### src/hw/tcp_defs.vh
// Constants for the timer compare, one-pulse and PWM block.
`ifndef TCP_DEFS_VH
`define TCP_DEFS_VH
`define TCP_CNT_RESET 16'hFFFC
`define TCP_CAP_ONE_PULSE 16'hFFFD
`define TCP_CMP_RESET 16'h8000
`define TCP_CMP_LATE 16'h0001
`define TCP_PRE_DIV4 2'h0
`define TCP_PRE_DIV8 2'h1
`define TCP_PRE_DIV2 2'h2
`define TCP_PRE_EXT 2'h3
`define TCP_DIV2_LAST 3'h1
`define TCP_DIV4_LAST 3'h3
`define TCP_DIV8_LAST 3'h7
`endif

### src/hw/tcp_prescaler.v
// Timer clock enable: divided core clock or edge of an external clock input.
`timescale 1ns/1ps
`default_nettype none
`include "tcp_defs.vh"
module tcp_prescaler (
  input wire core_clk,
  input wire sys_rst,
  input wire [1:0] timer_prescale_select,
  input wire ext_clk_in,
  input wire ext_clk_rising,
  output reg timer_tick_q
);
  reg [2:0] div_q;
  reg ext_prev_q;
  reg [2:0] last;
  wire ext_edge;

  assign ext_edge = ext_clk_rising ? (ext_clk_in & ~ext_prev_q) : (~ext_clk_in & ext_prev_q);

  always @* begin
    case (timer_prescale_select)
      `TCP_PRE_DIV2: last = `TCP_DIV2_LAST;
      `TCP_PRE_DIV8: last = `TCP_DIV8_LAST;
      default: last = `TCP_DIV4_LAST;
    endcase
  end

  always @(posedge core_clk or posedge sys_rst) begin
    if (sys_rst) begin
      div_q <= 3'h0;
      ext_prev_q <= 1'b0;
      timer_tick_q <= 1'b0;
    end else begin
      ext_prev_q <= ext_clk_in;
      if (div_q >= last) begin
        div_q <= 3'h0;
      end else begin
        div_q <= div_q + 3'h1;
      end
      if (timer_prescale_select == `TCP_PRE_EXT) begin
        timer_tick_q <= ext_edge;
      end else begin
        timer_tick_q <= (div_q >= last);
      end
    end
  end
endmodule
`default_nettype wire

### src/hw/tcp_timer.v
// Output compare, one-pulse and PWM section of a 16-bit free-running timer.
//
// Behaviour
// RQ1: A compare match sets its flag and, if pin enabled, drives its level.
// RQ2: Compare flags raise the interrupt only with enable set and CPU mask clear.
// RQ3: Compare pin latches are low during reset.
// RQ4: A flag clears after a status read while set, then a low-byte access.
// RQ5: A high-byte compare write blocks matches until the low byte is written.
// RQ6: The low-byte write re-enables compare and clears a pending flag.
// RQ7: With pin output disabled, flag and interrupt still work, pin untouched.
// RQ8: Divide-by-two matches at the compare value, other clocks one count later.
// RQ9: Force bit copies the level to an enabled pin, no flag, no interrupt.
// RQ10: Force bits do nothing in one-pulse or PWM mode.
// RQ11: One-pulse trigger edge loads counter, starts pulse, sets capture flag, value.
// RQ12: The one-pulse capture flag raises the interrupt with capture enable set.
// RQ13: One-pulse match on compare one ends the pulse with the after level.
// RQ14: One-pulse mode never sets compare flag one; compare two still works.
// RQ15: With both mode bits set only PWM mode operates.
// RQ16: One-pulse capture pin one captures nothing; pin two still captures.
// RQ17: One-pulse compare two flags time but drives no waveform.
// RQ18: PWM compare two match reloads the counter, setting the period.
// RQ19: PWM pin takes after level on compare one, pulse level on compare two.
// RQ20: PWM mode sets neither compare flag.
// RQ21: PWM compare two match sets capture flag one, which may interrupt.
// RQ22: PWM mode disconnects capture pin one; pin two still captures.
// RQ23: Compare registers reset to 8000h and are never changed by hardware.
// RQ24: Counter resets to FFFCh and a low-byte write reloads FFFCh.
`timescale 1ns/1ps
`default_nettype none
`include "tcp_defs.vh"
module tcp_timer (
  input wire core_clk,
  input wire sys_rst,
  input wire cpu_irq_mask,
  input wire [7:0] wr_data,
  input wire [1:0] cmp_high_wr,
  input wire [1:0] cmp_low_wr,
  input wire [1:0] cmp_low_rd,
  input wire [1:0] cap_low_rd,
  input wire status_rd,
  input wire cnt_low_wr,
  input wire capture_irq_enable,
  input wire compare_irq_enable,
  input wire [1:0] force_compare_bit,
  input wire level_after_pulse,
  input wire level_during_pulse,
  input wire capture_edge_one,
  input wire capture_edge_two,
  input wire [1:0] compare_pin_enable,
  input wire single_pulse_select,
  input wire pwm_select,
  input wire [1:0] timer_prescale_select,
  input wire ext_clk_in,
  input wire ext_clk_rising,
  input wire capture_pin_one,
  input wire capture_pin_two,
  output reg [1:0] compare_output_pin,
  output reg [1:0] compare_output_oe,
  output reg [1:0] compare_match_flag,
  output reg capture_flag_one,
  output reg capture_flag_two,
  output reg timer_irq,
  output reg [15:0] counter_value,
  output reg [15:0] compare_value_one,
  output reg [15:0] compare_value_two,
  output reg [15:0] capture_value_one,
  output reg [15:0] capture_value_two
);
  wire timer_tick;
  reg cnt_new_q;
  reg [1:0] inhibit_q;
  reg [1:0] cmp_armed_q;
  reg [1:0] cap_armed_q;
  reg cap1_prev_q;
  reg cap2_prev_q;
  wire pwm_mode;
  wire pulse_mode;
  wire normal_mode;
  wire late_match;
  wire [1:0] match;
  wire cap1_edge;
  wire cap2_edge;
  wire [1:0] level;

  // Matches are evaluated once per new counter value so a slow timer clock gives one event.
  function cmp_hit;
    input [15:0] cnt;
    input [15:0] cmp;
    input late;
    begin
      cmp_hit = (cnt == (late ? cmp + `TCP_CMP_LATE : cmp));
    end
  endfunction

  function edge_seen;
    input now;
    input prev;
    input rising;
    begin
      edge_seen = rising ? (now & ~prev) : (~now & prev);
    end
  endfunction

  tcp_prescaler u_pre (
    .core_clk(core_clk),
    .sys_rst(sys_rst),
    .timer_prescale_select(timer_prescale_select),
    .ext_clk_in(ext_clk_in),
    .ext_clk_rising(ext_clk_rising),
    .timer_tick_q(timer_tick)
  );

  assign pwm_mode = pwm_select; // RQ15
  assign pulse_mode = single_pulse_select & ~pwm_select; // RQ15
  assign normal_mode = ~single_pulse_select & ~pwm_select;
  assign late_match = (timer_prescale_select != `TCP_PRE_DIV2); // RQ8
  assign level = {level_during_pulse, level_after_pulse};
  assign match[0] = cnt_new_q & ~inhibit_q[0] & cmp_hit(counter_value, compare_value_one, late_match); // RQ5 RQ8
  assign match[1] = cnt_new_q & ~inhibit_q[1] & cmp_hit(counter_value, compare_value_two, late_match); // RQ5 RQ8
  assign cap1_edge = edge_seen(capture_pin_one, cap1_prev_q, capture_edge_one);
  assign cap2_edge = edge_seen(capture_pin_two, cap2_prev_q, capture_edge_two);

  // Counter and the edge history.
  always @(posedge core_clk or posedge sys_rst) begin
    if (sys_rst) begin
      counter_value <= `TCP_CNT_RESET; // RQ24
      cnt_new_q <= 1'b0;
      cap1_prev_q <= 1'b0;
      cap2_prev_q <= 1'b0;
    end else begin
      cap1_prev_q <= capture_pin_one;
      cap2_prev_q <= capture_pin_two;
      if (cnt_low_wr) begin
        counter_value <= `TCP_CNT_RESET; // RQ24
        cnt_new_q <= 1'b1;
      end else if (pulse_mode & cap1_edge) begin
        counter_value <= `TCP_CNT_RESET; // RQ11 RQ16
        cnt_new_q <= 1'b1;
      end else if (pwm_mode & match[1]) begin
        counter_value <= `TCP_CNT_RESET; // RQ18
        cnt_new_q <= 1'b1;
      end else if (timer_tick) begin
        counter_value <= counter_value + 16'h0001;
        cnt_new_q <= 1'b1;
      end else begin
        cnt_new_q <= 1'b0;
      end
    end
  end

  // Compare registers; only software writes them.
  always @(posedge core_clk or posedge sys_rst) begin
    if (sys_rst) begin
      compare_value_one <= `TCP_CMP_RESET; // RQ23
      compare_value_two <= `TCP_CMP_RESET; // RQ23
      inhibit_q <= 2'h0;
    end else begin
      if (cmp_high_wr[0]) begin
        compare_value_one[15:8] <= wr_data;
      end
      if (cmp_low_wr[0]) begin
        compare_value_one[7:0] <= wr_data;
      end
      if (cmp_high_wr[1]) begin
        compare_value_two[15:8] <= wr_data;
      end
      if (cmp_low_wr[1]) begin
        compare_value_two[7:0] <= wr_data;
      end
      inhibit_q <= (inhibit_q | cmp_high_wr) & ~cmp_low_wr; // RQ5 RQ6
    end
  end

  // Compare and capture flags; a set in the clearing cycle wins.
  always @(posedge core_clk or posedge sys_rst) begin
    if (sys_rst) begin
      compare_match_flag <= 2'h0;
      cmp_armed_q <= 2'h0;
      capture_flag_one <= 1'b0;
      capture_flag_two <= 1'b0;
      cap_armed_q <= 2'h0;
      capture_value_one <= 16'h0000;
      capture_value_two <= 16'h0000;
    end else begin
      if (status_rd) begin
        cmp_armed_q <= cmp_armed_q | compare_match_flag; // RQ4
        cap_armed_q <= cap_armed_q | {capture_flag_two, capture_flag_one};
      end else begin
        cmp_armed_q <= cmp_armed_q & ~(cmp_low_wr | cmp_low_rd);
        cap_armed_q <= cap_armed_q & ~cap_low_rd;
      end
      // Flag one: normal mode only; flag two: not in PWM.
      if (match[0] & normal_mode) begin
        compare_match_flag[0] <= 1'b1; // RQ1 RQ7 RQ14 RQ20
      end else if (cmp_armed_q[0] & (cmp_low_wr[0] | cmp_low_rd[0])) begin
        compare_match_flag[0] <= 1'b0; // RQ4 RQ6
      end
      if (match[1] & ~pwm_mode) begin
        compare_match_flag[1] <= 1'b1; // RQ1 RQ14 RQ17 RQ20
      end else if (cmp_armed_q[1] & (cmp_low_wr[1] | cmp_low_rd[1])) begin
        compare_match_flag[1] <= 1'b0; // RQ4 RQ6
      end
      if (pulse_mode & cap1_edge) begin
        capture_flag_one <= 1'b1; // RQ11
        capture_value_one <= `TCP_CAP_ONE_PULSE; // RQ11
      end else if (pwm_mode & match[1]) begin
        capture_flag_one <= 1'b1; // RQ21
      end else if (normal_mode & cap1_edge) begin
        capture_flag_one <= 1'b1; // RQ16 RQ22
        capture_value_one <= counter_value;
      end else if (cap_armed_q[0] & cap_low_rd[0]) begin
        capture_flag_one <= 1'b0;
      end
      if (cap2_edge) begin
        capture_flag_two <= 1'b1; // RQ16 RQ22
        capture_value_two <= counter_value;
      end else if (cap_armed_q[1] & cap_low_rd[1]) begin
        capture_flag_two <= 1'b0;
      end
    end
  end

  // Pin latches; a disabled pin keeps its latch and the port pin stays general I/O.
  always @(posedge core_clk or posedge sys_rst) begin
    if (sys_rst) begin
      compare_output_pin <= 2'h0; // RQ3
      compare_output_oe <= 2'h0;
      timer_irq <= 1'b0;
    end else begin
      compare_output_oe <= compare_pin_enable; // RQ7
      if (compare_pin_enable[0]) begin
        if (pwm_mode) begin
          if (match[1]) begin
            compare_output_pin[0] <= level_during_pulse; // RQ19
          end else if (match[0]) begin
            compare_output_pin[0] <= level_after_pulse; // RQ19
          end
        end else if (pulse_mode) begin
          if (cap1_edge) begin
            compare_output_pin[0] <= level_during_pulse; // RQ11
          end else if (match[0]) begin
            compare_output_pin[0] <= level_after_pulse; // RQ13
          end
        end else if (match[0] | force_compare_bit[0]) begin
          compare_output_pin[0] <= level[0]; // RQ1 RQ9 RQ10
        end
      end
      if (compare_pin_enable[1] & normal_mode & (match[1] | force_compare_bit[1])) begin
        compare_output_pin[1] <= level[1]; // RQ1 RQ9 RQ10 RQ17
      end
      timer_irq <= ~cpu_irq_mask & ((compare_irq_enable & (|compare_match_flag)) |
        (capture_irq_enable & (capture_flag_one | capture_flag_two))); // RQ2 RQ12 RQ21
    end
  end
endmodule
`default_nettype wire

### config.mk
export PLATFORM = sky130hd
export DESIGN_NAME = tcp_timer
export DESIGN_NICKNAME = d
export VERILOG_FILES = /design/src/hw/tcp_prescaler.v /design/src/hw/tcp_timer.v
export VERILOG_INCLUDE_DIRS = /design/src /design/src/hw
export SDC_FILE = /design/constraint.sdc
export NUM_CORES = 1
export LEC_CHECK = 0
export BUFFER_PORTS_ARGS = -buffer_cell sky130_fd_sc_hd__buf_2
export CORE_MARGIN = 2
export CORE_UTILIZATION = 40
export DETAILED_ROUTE_END_ITERATION = 16
export PLACE_DENSITY = 0.7
export SETUP_SLACK_MARGIN = 0.3
export SLEW_MARGIN = 20
export SYNTH_ARGS = -nofsm -noshare
export SYNTH_HDL_FRONTEND = slang
export SYNTH_HIERARCHICAL = 1
export SYNTH_SLANG_ARGS = --single-unit
### constraint.sdc
create_clock -name core_clk -period 6.8 [get_ports core_clk]
set_clock_uncertainty 0.05 [all_clocks]
set_input_delay 1.02 -clock core_clk [delete_from_list [all_inputs] [get_ports core_clk]]
set_output_delay 1.02 -clock core_clk [all_outputs]
set_load 0.05 [all_outputs]
==> impl_metrics.yaml, run 1 <==
sta:
  setup_repair_after_global_routing_missed_its_margin: "false"
  tightestPinTransition_ns: 1.02
  fin_setup_tns_ns: 0
  min_period_ns: 3.24
  final_max_slew_viol_count: 0
  fin_worst_setup_slack_ns: 3.56
  setup_viol: 0
  fmax_mhz: 308
  relSlewSlack_pct: 32.1
  final.period_utilization_pct: 47.7
  final_hold_viol_count: 0
synth:
  mean_cell_area_of_the_mapped_netlist_um2: 10.8
  mappedNetlistNets: 548
  yosysTopAreaCell: "sky130_fd_sc_hd__dfrtp_1"
  netlist_instances: 503
  synth_warnings: 6
  synth.top_cells.by_count: "sky130_fd_sc_hd__dfrtp_1, sky130_fd_sc_hd__nand2_1, sky130_fd_sc_hd__mux2_2, sky130_fd_sc_hd__xor2_1"
  synth_enable_flop_cells: 0
  post-synth-top-count-cell: "sky130_fd_sc_hd__dfrtp_1"
  synthDominantCellAreaShare_pct: 40.0
  synth-main-ff-cell: "sky130_fd_sc_hd__dfrtp_1"
  synth_top_cells_by_area: "sky130_fd_sc_hd__dfrtp_1, sky130_fd_sc_hd__mux2_2, sky130_fd_sc_hd__dfstp_2"
  synth.distinct_cells: 75
  synth.cell_area_mm2: 0.00545
  ys_seq_elements: 103
  synthArstFlopShare_pct: 100
  yosysSeqAreaShare_pct: 47.7
pwr:
  comb_power_share_pct: 26.7
  ir_worst_vdd_mv: 0.139
  seqPwrFrac_pct: 44.4
  intPower_w: 0.00109
  power-per-cell-area_mw_per_mm2: 269
  power.net_switching_w: 0.000644
  sw_frac_of_total_pct: 37.1
  pwr-share-clk_pct: 28.9
  leakagePower_nw: 2.64
clock_network:
  htreeDepth: 3
  post-cts-setup-buffer-count: 0
  tritoncts: "built"
  hold_buffers: 0
  root_buffer: "sky130_fd_sc_hd__clkbuf_16"
  post_cts_resized: 0
  ctsLongestPathBuffers: 2
  cts-buffers-inserted: 9
  path_clk_slew_ns: 0.07
  clock_sink_total: 103
  worst_skew_pair.late_latency_ns: 0.35
drt:
  drt_pass1_iterations: 4
  viasPerCell: 5.43
  route.detailed.wl_per_inst_um: 18.2
  drc: 0
  ant_nets: 0
  wl_final_mm: 14.4
  via_count: 4315
  dr.first_iter.drc_count: 274
outcome:
  run_status: "completed"
placed_design:
  routabilityCongestion: 0.886
  total_of_buffers_placed_on_input_and_output_ports: 127
  place_ws_ns: 3.20
  post_detailed_placement_half_perimeter_wirelength_mm: 10.9
global_routing:
  antenna_found_initial: 0
  grt.overflow.total: 0
  pin_count_of_the_biggest_net_entering_global_routing: 65
  first_global_vias: 4272
  grt_use_total_pct: 20.1
  global_route_wire_length_before_repair_mm: 22.5
worst_setup_path:
  critPathLaunchType: "primary input"
  required_time_worst_endpoint_ns: 7.04
  worstPathArrival_ns: 3.48
  critical_path.endpoint_type: "flop"
  critPathMaxFanout: 17
  ff2ff_setup_slack_ns: 3.62
  critPathKind: "primary input to flop"
flow_run:
  maxCapViolations: 0
die:
  num_rows: 42
  die-area_mm2: 0.0146
  boundaryPins: 128
  die_y_um: 121
  floorplan.initialDensity_pct: 41.0
  fp.dieW_um: 121
  floorplan.core_area_mm2: 0.0133
cells_and_area:
  num-nets-final: 658
  area.growth.synth_to_final_pct: 18.6
  layout-drive-gt1-share_pct: 36.4
  fillerInstances: 1239
  n_antenna_cell: 0
worst_hold_path:
  timing.hold.worst.class: "flop to flop"
-- layer usage --
layer / track usage [%] / part of all wire, % / up-vias
li1: - / - / 2023
met1: 26.0 / 45 / 2154
met2: 34.0 / 49 / 128
met3: 4.20 / 5.5 / 10
met4: 5.45 / 1.1 / 0
met5: 0 / 0 / -
-- power by group through the flow --
stage / logic, W / registers, W / clock network, W
2_1_floorplan: 0.000223 / 0.000894 / 0
6_report: 0.000464 / 0.000772 / 0.000502
3_5_place_dp: 0.000465 / 0.000783 / 0
4_1_cts: 0.000466 / 0.000772 / 0.000515
3_3_place_gp: 0.000453 / 0.000779 / 0
5_1_grt: 0.000497 / 0.000783 / 0.000540
-- through the flow --
stage                     power (W)  util, %  std cells  hold WS, ns  area (µm²)
final                       0.00174     48.6        794        0.432        6460
after CTS                   0.00175     48.6        794        0.436        6460
after detailed placement    0.00125     46.4        778        0.419        6170
after global routing        0.00182     48.6        794        0.464        6460
after floorplan             0.00112        -        503        0.402        5450
after global placement      0.00123     46.4        778        0.412        6170
-- critical path: stages --
cell and delay, ns:
sky130_fd_sc_hd__buf_2 0.14, sky130_fd_sc_hd__or2b_2 0.42, sky130_fd_sc_hd__xnor2_1 0.19, sky130_fd_sc_hd__o221ai_1 0.19, sky130_fd_sc_hd__o21ai_0 0.17, sky130_fd_sc_hd__nand4_2 0.20, sky130_fd_sc_hd__nor2_1 0.10, sky130_fd_sc_hd__a211oi_2 0.82
sky130_fd_sc_hd__and2_1 0.23
-- layout by cell type, fill, tap and decap left out, types with 4 or more instances in the layout --
| master | count |
|---|---|
| sky130_fd_sc_hd__nand4_1 | 17 |
| sky130_fd_sc_hd__a31oi_1 | 9 |
| sky130_fd_sc_hd__xor2_1 | 34 |
| sky130_fd_sc_hd__dfrtp_1 | 87 |
| sky130_fd_sc_hd__mux2_2 | 45 |
| sky130_fd_sc_hd__inv_1 | 9 |
| sky130_fd_sc_hd__nand2b_1 | 4 |
| sky130_fd_sc_hd__xnor2_1 | 24 |
| sky130_fd_sc_hd__nor2_1 | 24 |
| sky130_fd_sc_hd__and3_1 | 13 |
| sky130_fd_sc_hd__nand3_1 | 10 |
| sky130_fd_sc_hd__dfstp_2 | 16 |
| sky130_fd_sc_hd__a21oi_1 | 8 |
| sky130_fd_sc_hd__o21ai_0 | 19 |
| sky130_fd_sc_hd__nand2_1 | 48 |
| sky130_fd_sc_hd__and2_1 | 7 |
| sky130_fd_sc_hd__ha_1 | 6 |
| sky130_fd_sc_hd__o22a_1 | 15 |
| sky130_fd_sc_hd__buf_2 | 127 |
| sky130_fd_sc_hd__clkbuf_16 | 9 |
| sky130_fd_sc_hd__nor3_1 | 7 |
| sky130_fd_sc_hd__nor2b_1 | 5 |
-- path summary, 6_finish.rpt --
path,from,to,cells past startpoint
max in group asynchronous,sys_rst,capture_value_one[4],3
min,capture_value_two[5],capture_value_two[5],2
min reg2reg,capture_value_two[5],capture_value_two[5],2
max reg2reg,compare_value_two[1],counter_value[0],9
max,timer_prescale_select[0],counter_value[0],9
min in group asynchronous,sys_rst,u_pre/div_q[1],2
-- flip-flops by register name, summed over array words and instances (netlist names) --
name,count
compare_value_two,16
compare_value_one,16
u_pre/div_q,3
cap2_prev_q,1
cnt_new_q,1
cmp_armed_q,2
timer_irq,1
capture_value_one,16
cap_armed_q,2
u_pre/ext_prev_q,1
compare_match_flag,2
inhibit_q,2
counter_value,16
capture_flag_two,1
compare_output_pin,2
capture_value_two,16
u_pre/timer_tick_q,1
compare_output_oe,2
capture_flag_one,1
cap1_prev_q,1
-- layout make-up --
cell class                 instances  area, µm²  area share, %
clock buffer                      10        239           3.70
inverter                          10       40.0          0.620
timing repair buffer             129        651           10.1
tap                              176        220           3.41
clock inverter                     6       50.0          0.775
multi-input combinational        360       2660           41.2
sequential                       103       2600           40.2
-- cells by family (layout without fill, tap and decap cells) --
kind of cell               after synthesis  count (layout)  share of synthesized area, %
DFF                                    103             103                          47.7
and+or+nand+nor                        163             163                          16.8
AOI/OAI and AO/OA                       84              84                          11.0
xor gates and xnor gates                59              59                          9.83
adders and majority gates                6               6                          1.38
muxes                                   48              48                          9.88
buffers and inverters                   40             155                          3.49
Note: power is estimated with default switching activity, not from simulation.
==> run 2, diff against run 1 <==
--- a/config.mk
+++ b/config.mk
@@ -10,7 +10,7 @@
 export CORE_MARGIN = 2
 export CORE_UTILIZATION = 40
 export DETAILED_ROUTE_END_ITERATION = 16
-export PLACE_DENSITY = 0.7
+export PLACE_DENSITY = 0.73
 export SETUP_SLACK_MARGIN = 0.3
 export SLEW_MARGIN = 20
 export SYNTH_ARGS = -nofsm -noshare
==> constraint.sdc (replaced) <==
create_clock -name core_clk -period 2.7 [get_ports core_clk]
set_clock_uncertainty 0.05 [all_clocks]
set_input_delay 0.405 -clock core_clk [delete_from_list [all_inputs] [get_ports core_clk]]
set_output_delay 0.405 -clock core_clk [all_outputs]
set_load 0.05 [all_outputs]
==> run 2 against run 1 <==
Sequential cell count stayed put. Critical path type is now flop to flop. Highest routed layer unchanged. Cell area is 6.7% higher. Sequential share of layout area is 2.3 points lower. Setup slack worse by 3.4 ns. First-iteration DRC count is 2.9% lower. Largest cell class unchanged.
==> impl_metrics.yaml, run 2 (synthesis results as in run 1) <==
clock_network:
  root_buffer: "sky130_fd_sc_hd__clkbuf_16"
  worst_skew_pair.late_latency_ns: 0.36
  path_clk_slew_ns: 0.07
  cts-buffers-inserted: 9
  htreeDepth: 3
  tritoncts: "built"
  clock_sink_total: 103
  ctsLongestPathBuffers: 2
worst_setup_path:
  ff2ff_setup_slack_ns: 0.14
  critical_path.endpoint_type: "flop"
  critical_path.top_delay_family: "simple AND/OR/NAND/NOR gates"
  critPathLaunchType: "flop"
  regToRegEndpoint: "compare_output_pin[0]"
  crit_startpoint: "compare_value_one[9]"
  critPathKind: "flop to flop"
  critical_path_buf_inv_count: 0
  critical_path.reg2reg.startpoint: "compare_value_one[9]"
  required_time_worst_endpoint_ns: 2.93
  critPathMaxFanout: 5
  critical_path.endpoint: "compare_output_pin[0]"
  cp_num_cells: 8
  worstPathArrival_ns: 2.79
  worst-r2r-cell-count: 8
  max_stage_delay_ns: 0.54
  crit_path_top_delay_cell: "sky130_fd_sc_hd__or4b_4"
  timing.critical_path.cells: "nand4_1, nor2_1, and3_2, a31oi_1, or4b_4, or2_1, o31ai_2, a32o_1"
die:
  floorplan.core_area_mm2: 0.0133
  boundaryPins: 128
  floorplan.initialDensity_pct: 41.0
  die_y_um: 121
  num_rows: 42
  fp.dieW_um: 121
  die-area_mm2: 0.0146
cells_and_area:
  n_antenna_cell: 0
  layoutNonFillerInstCount: 832
  layout_commonest_cell: "sky130_fd_sc_hd__buf_2"
  num-nets-final: 696
  layout-drive-gt1-share_pct: 44.2
  mostFrequentLayoutCells: "sky130_fd_sc_hd__buf_2, sky130_fd_sc_hd__dfrtp_1, sky130_fd_sc_hd__nand2_1"
  finalInstanceArea_mm2: 0.00690
  area.growth.synth_to_final_pct: 26.6
outcome:
  run_status: "completed"
global_routing:
  pin_count_of_the_biggest_net_entering_global_routing: 65
  first_global_vias: 4493
  grt.overflow.total: 0
  grt_use_total_pct: 21.1
  antenna_found_initial: 0
  global_route_wire_length_before_repair_mm: 23.8
sta:
  fmax_mhz: 391
  fin_setup_tns_ns: 0
  relSlewSlack_pct: 41.9
  final_max_slew_viol_count: 0
  setup_repair_after_global_routing_missed_its_margin: "true"
  tightestPinTransition_ns: 0.872
  fin_worst_setup_slack_ns: 0.142
  final_hold_viol_count: 0
  setup_viol: 0
  min_period_ns: 2.56
  final.period_utilization_pct: 94.7
placed_design:
  place_ws_ns: -0.0287
  post_detailed_placement_half_perimeter_wirelength_mm: 11.5
  placed_cell_area_mm2: 0.00649
  total_of_buffers_placed_on_input_and_output_ports: 127
  routabilityCongestion: 0.888
  place.detailed.instances: 811
pwr:
  power-per-cell-area_mw_per_mm2: 653
  ir_worst_vdd_mv: 0.306
  leakagePower_nw: 2.83
drt:
  dr.first_iter.drc_count: 266
  ant_nets: 0
  wl_final_mm: 15.1
  drc: 0
  route.detailed.wl_per_inst_um: 18.1
  via_count: 4472
  viasPerCell: 5.38
  drt_pass1_iterations: 5
worst_hold_path:
  timing.hold.worst.class: "primary input to flop"
flow_run:
  maxCapViolations: 0
-- run 2: through the flow --
stage	hold slack [ns]	power (W)	utilization, %
finish	0.128	0.00451	51.9
global route	0.121	0.00472	51.9
floorplan	0.134	0.00284	-
detailed placement	0.296	0.00323	48.9
CTS	0.116	0.00453	51.4
global placement	0.292	0.00319	48.9
-- run 2: worst min path at each step --
stage	start	endpoint	cells past startpoint
3_5_place_dp	sys_rst	u_pre/ext_prev_q	2
5_1_grt	ext_clk_in	u_pre/ext_prev_q	1
3_3_place_gp	sys_rst	u_pre/ext_prev_q	2
6_report	ext_clk_in	u_pre/ext_prev_q	1
4_1_cts	ext_clk_in	u_pre/ext_prev_q	1
2_1_floorplan	sys_rst	u_pre/div_q[0]	1
-- run 2: per-layer routing --
metal / vias up / routed length, µm / track usage (%)
li1: 2090 / - / -
met1: 2255 / 6590 / 27.4
met5: - / 0 / 0
met3: 11 / 792 / 4.34
met2: 116 / 7530 / 35.7
met4: 0 / 170 / 5.89
-- run 2: cell type report --
cell class              count  area [µm²]
fillers                  1217        6400
multi-input cells         360        2770
flip-flops and latches    103        2620
repair buffers            167         955
clock buffers              11         253
well taps                 176         220
inverters                  10        41.3
clock inverters             5        38.8
-- run 2: timing repair --
item                                    in CTS  in global routing
buffers inserted                             3                  1
hold buffers                                 1                  0
pin swaps                                    3                  3
endpoints found under the setup margin      19                 22
gates resized for setup                      4                 11
hold endpoints to repair                     5                  0
-- run 2: power by group --
part / internal, W / switching, W
Clock: 0.000683 / 0.000604
Combinational: 0.000460 / 0.000881
Sequential: 0.00171 / 0.000173
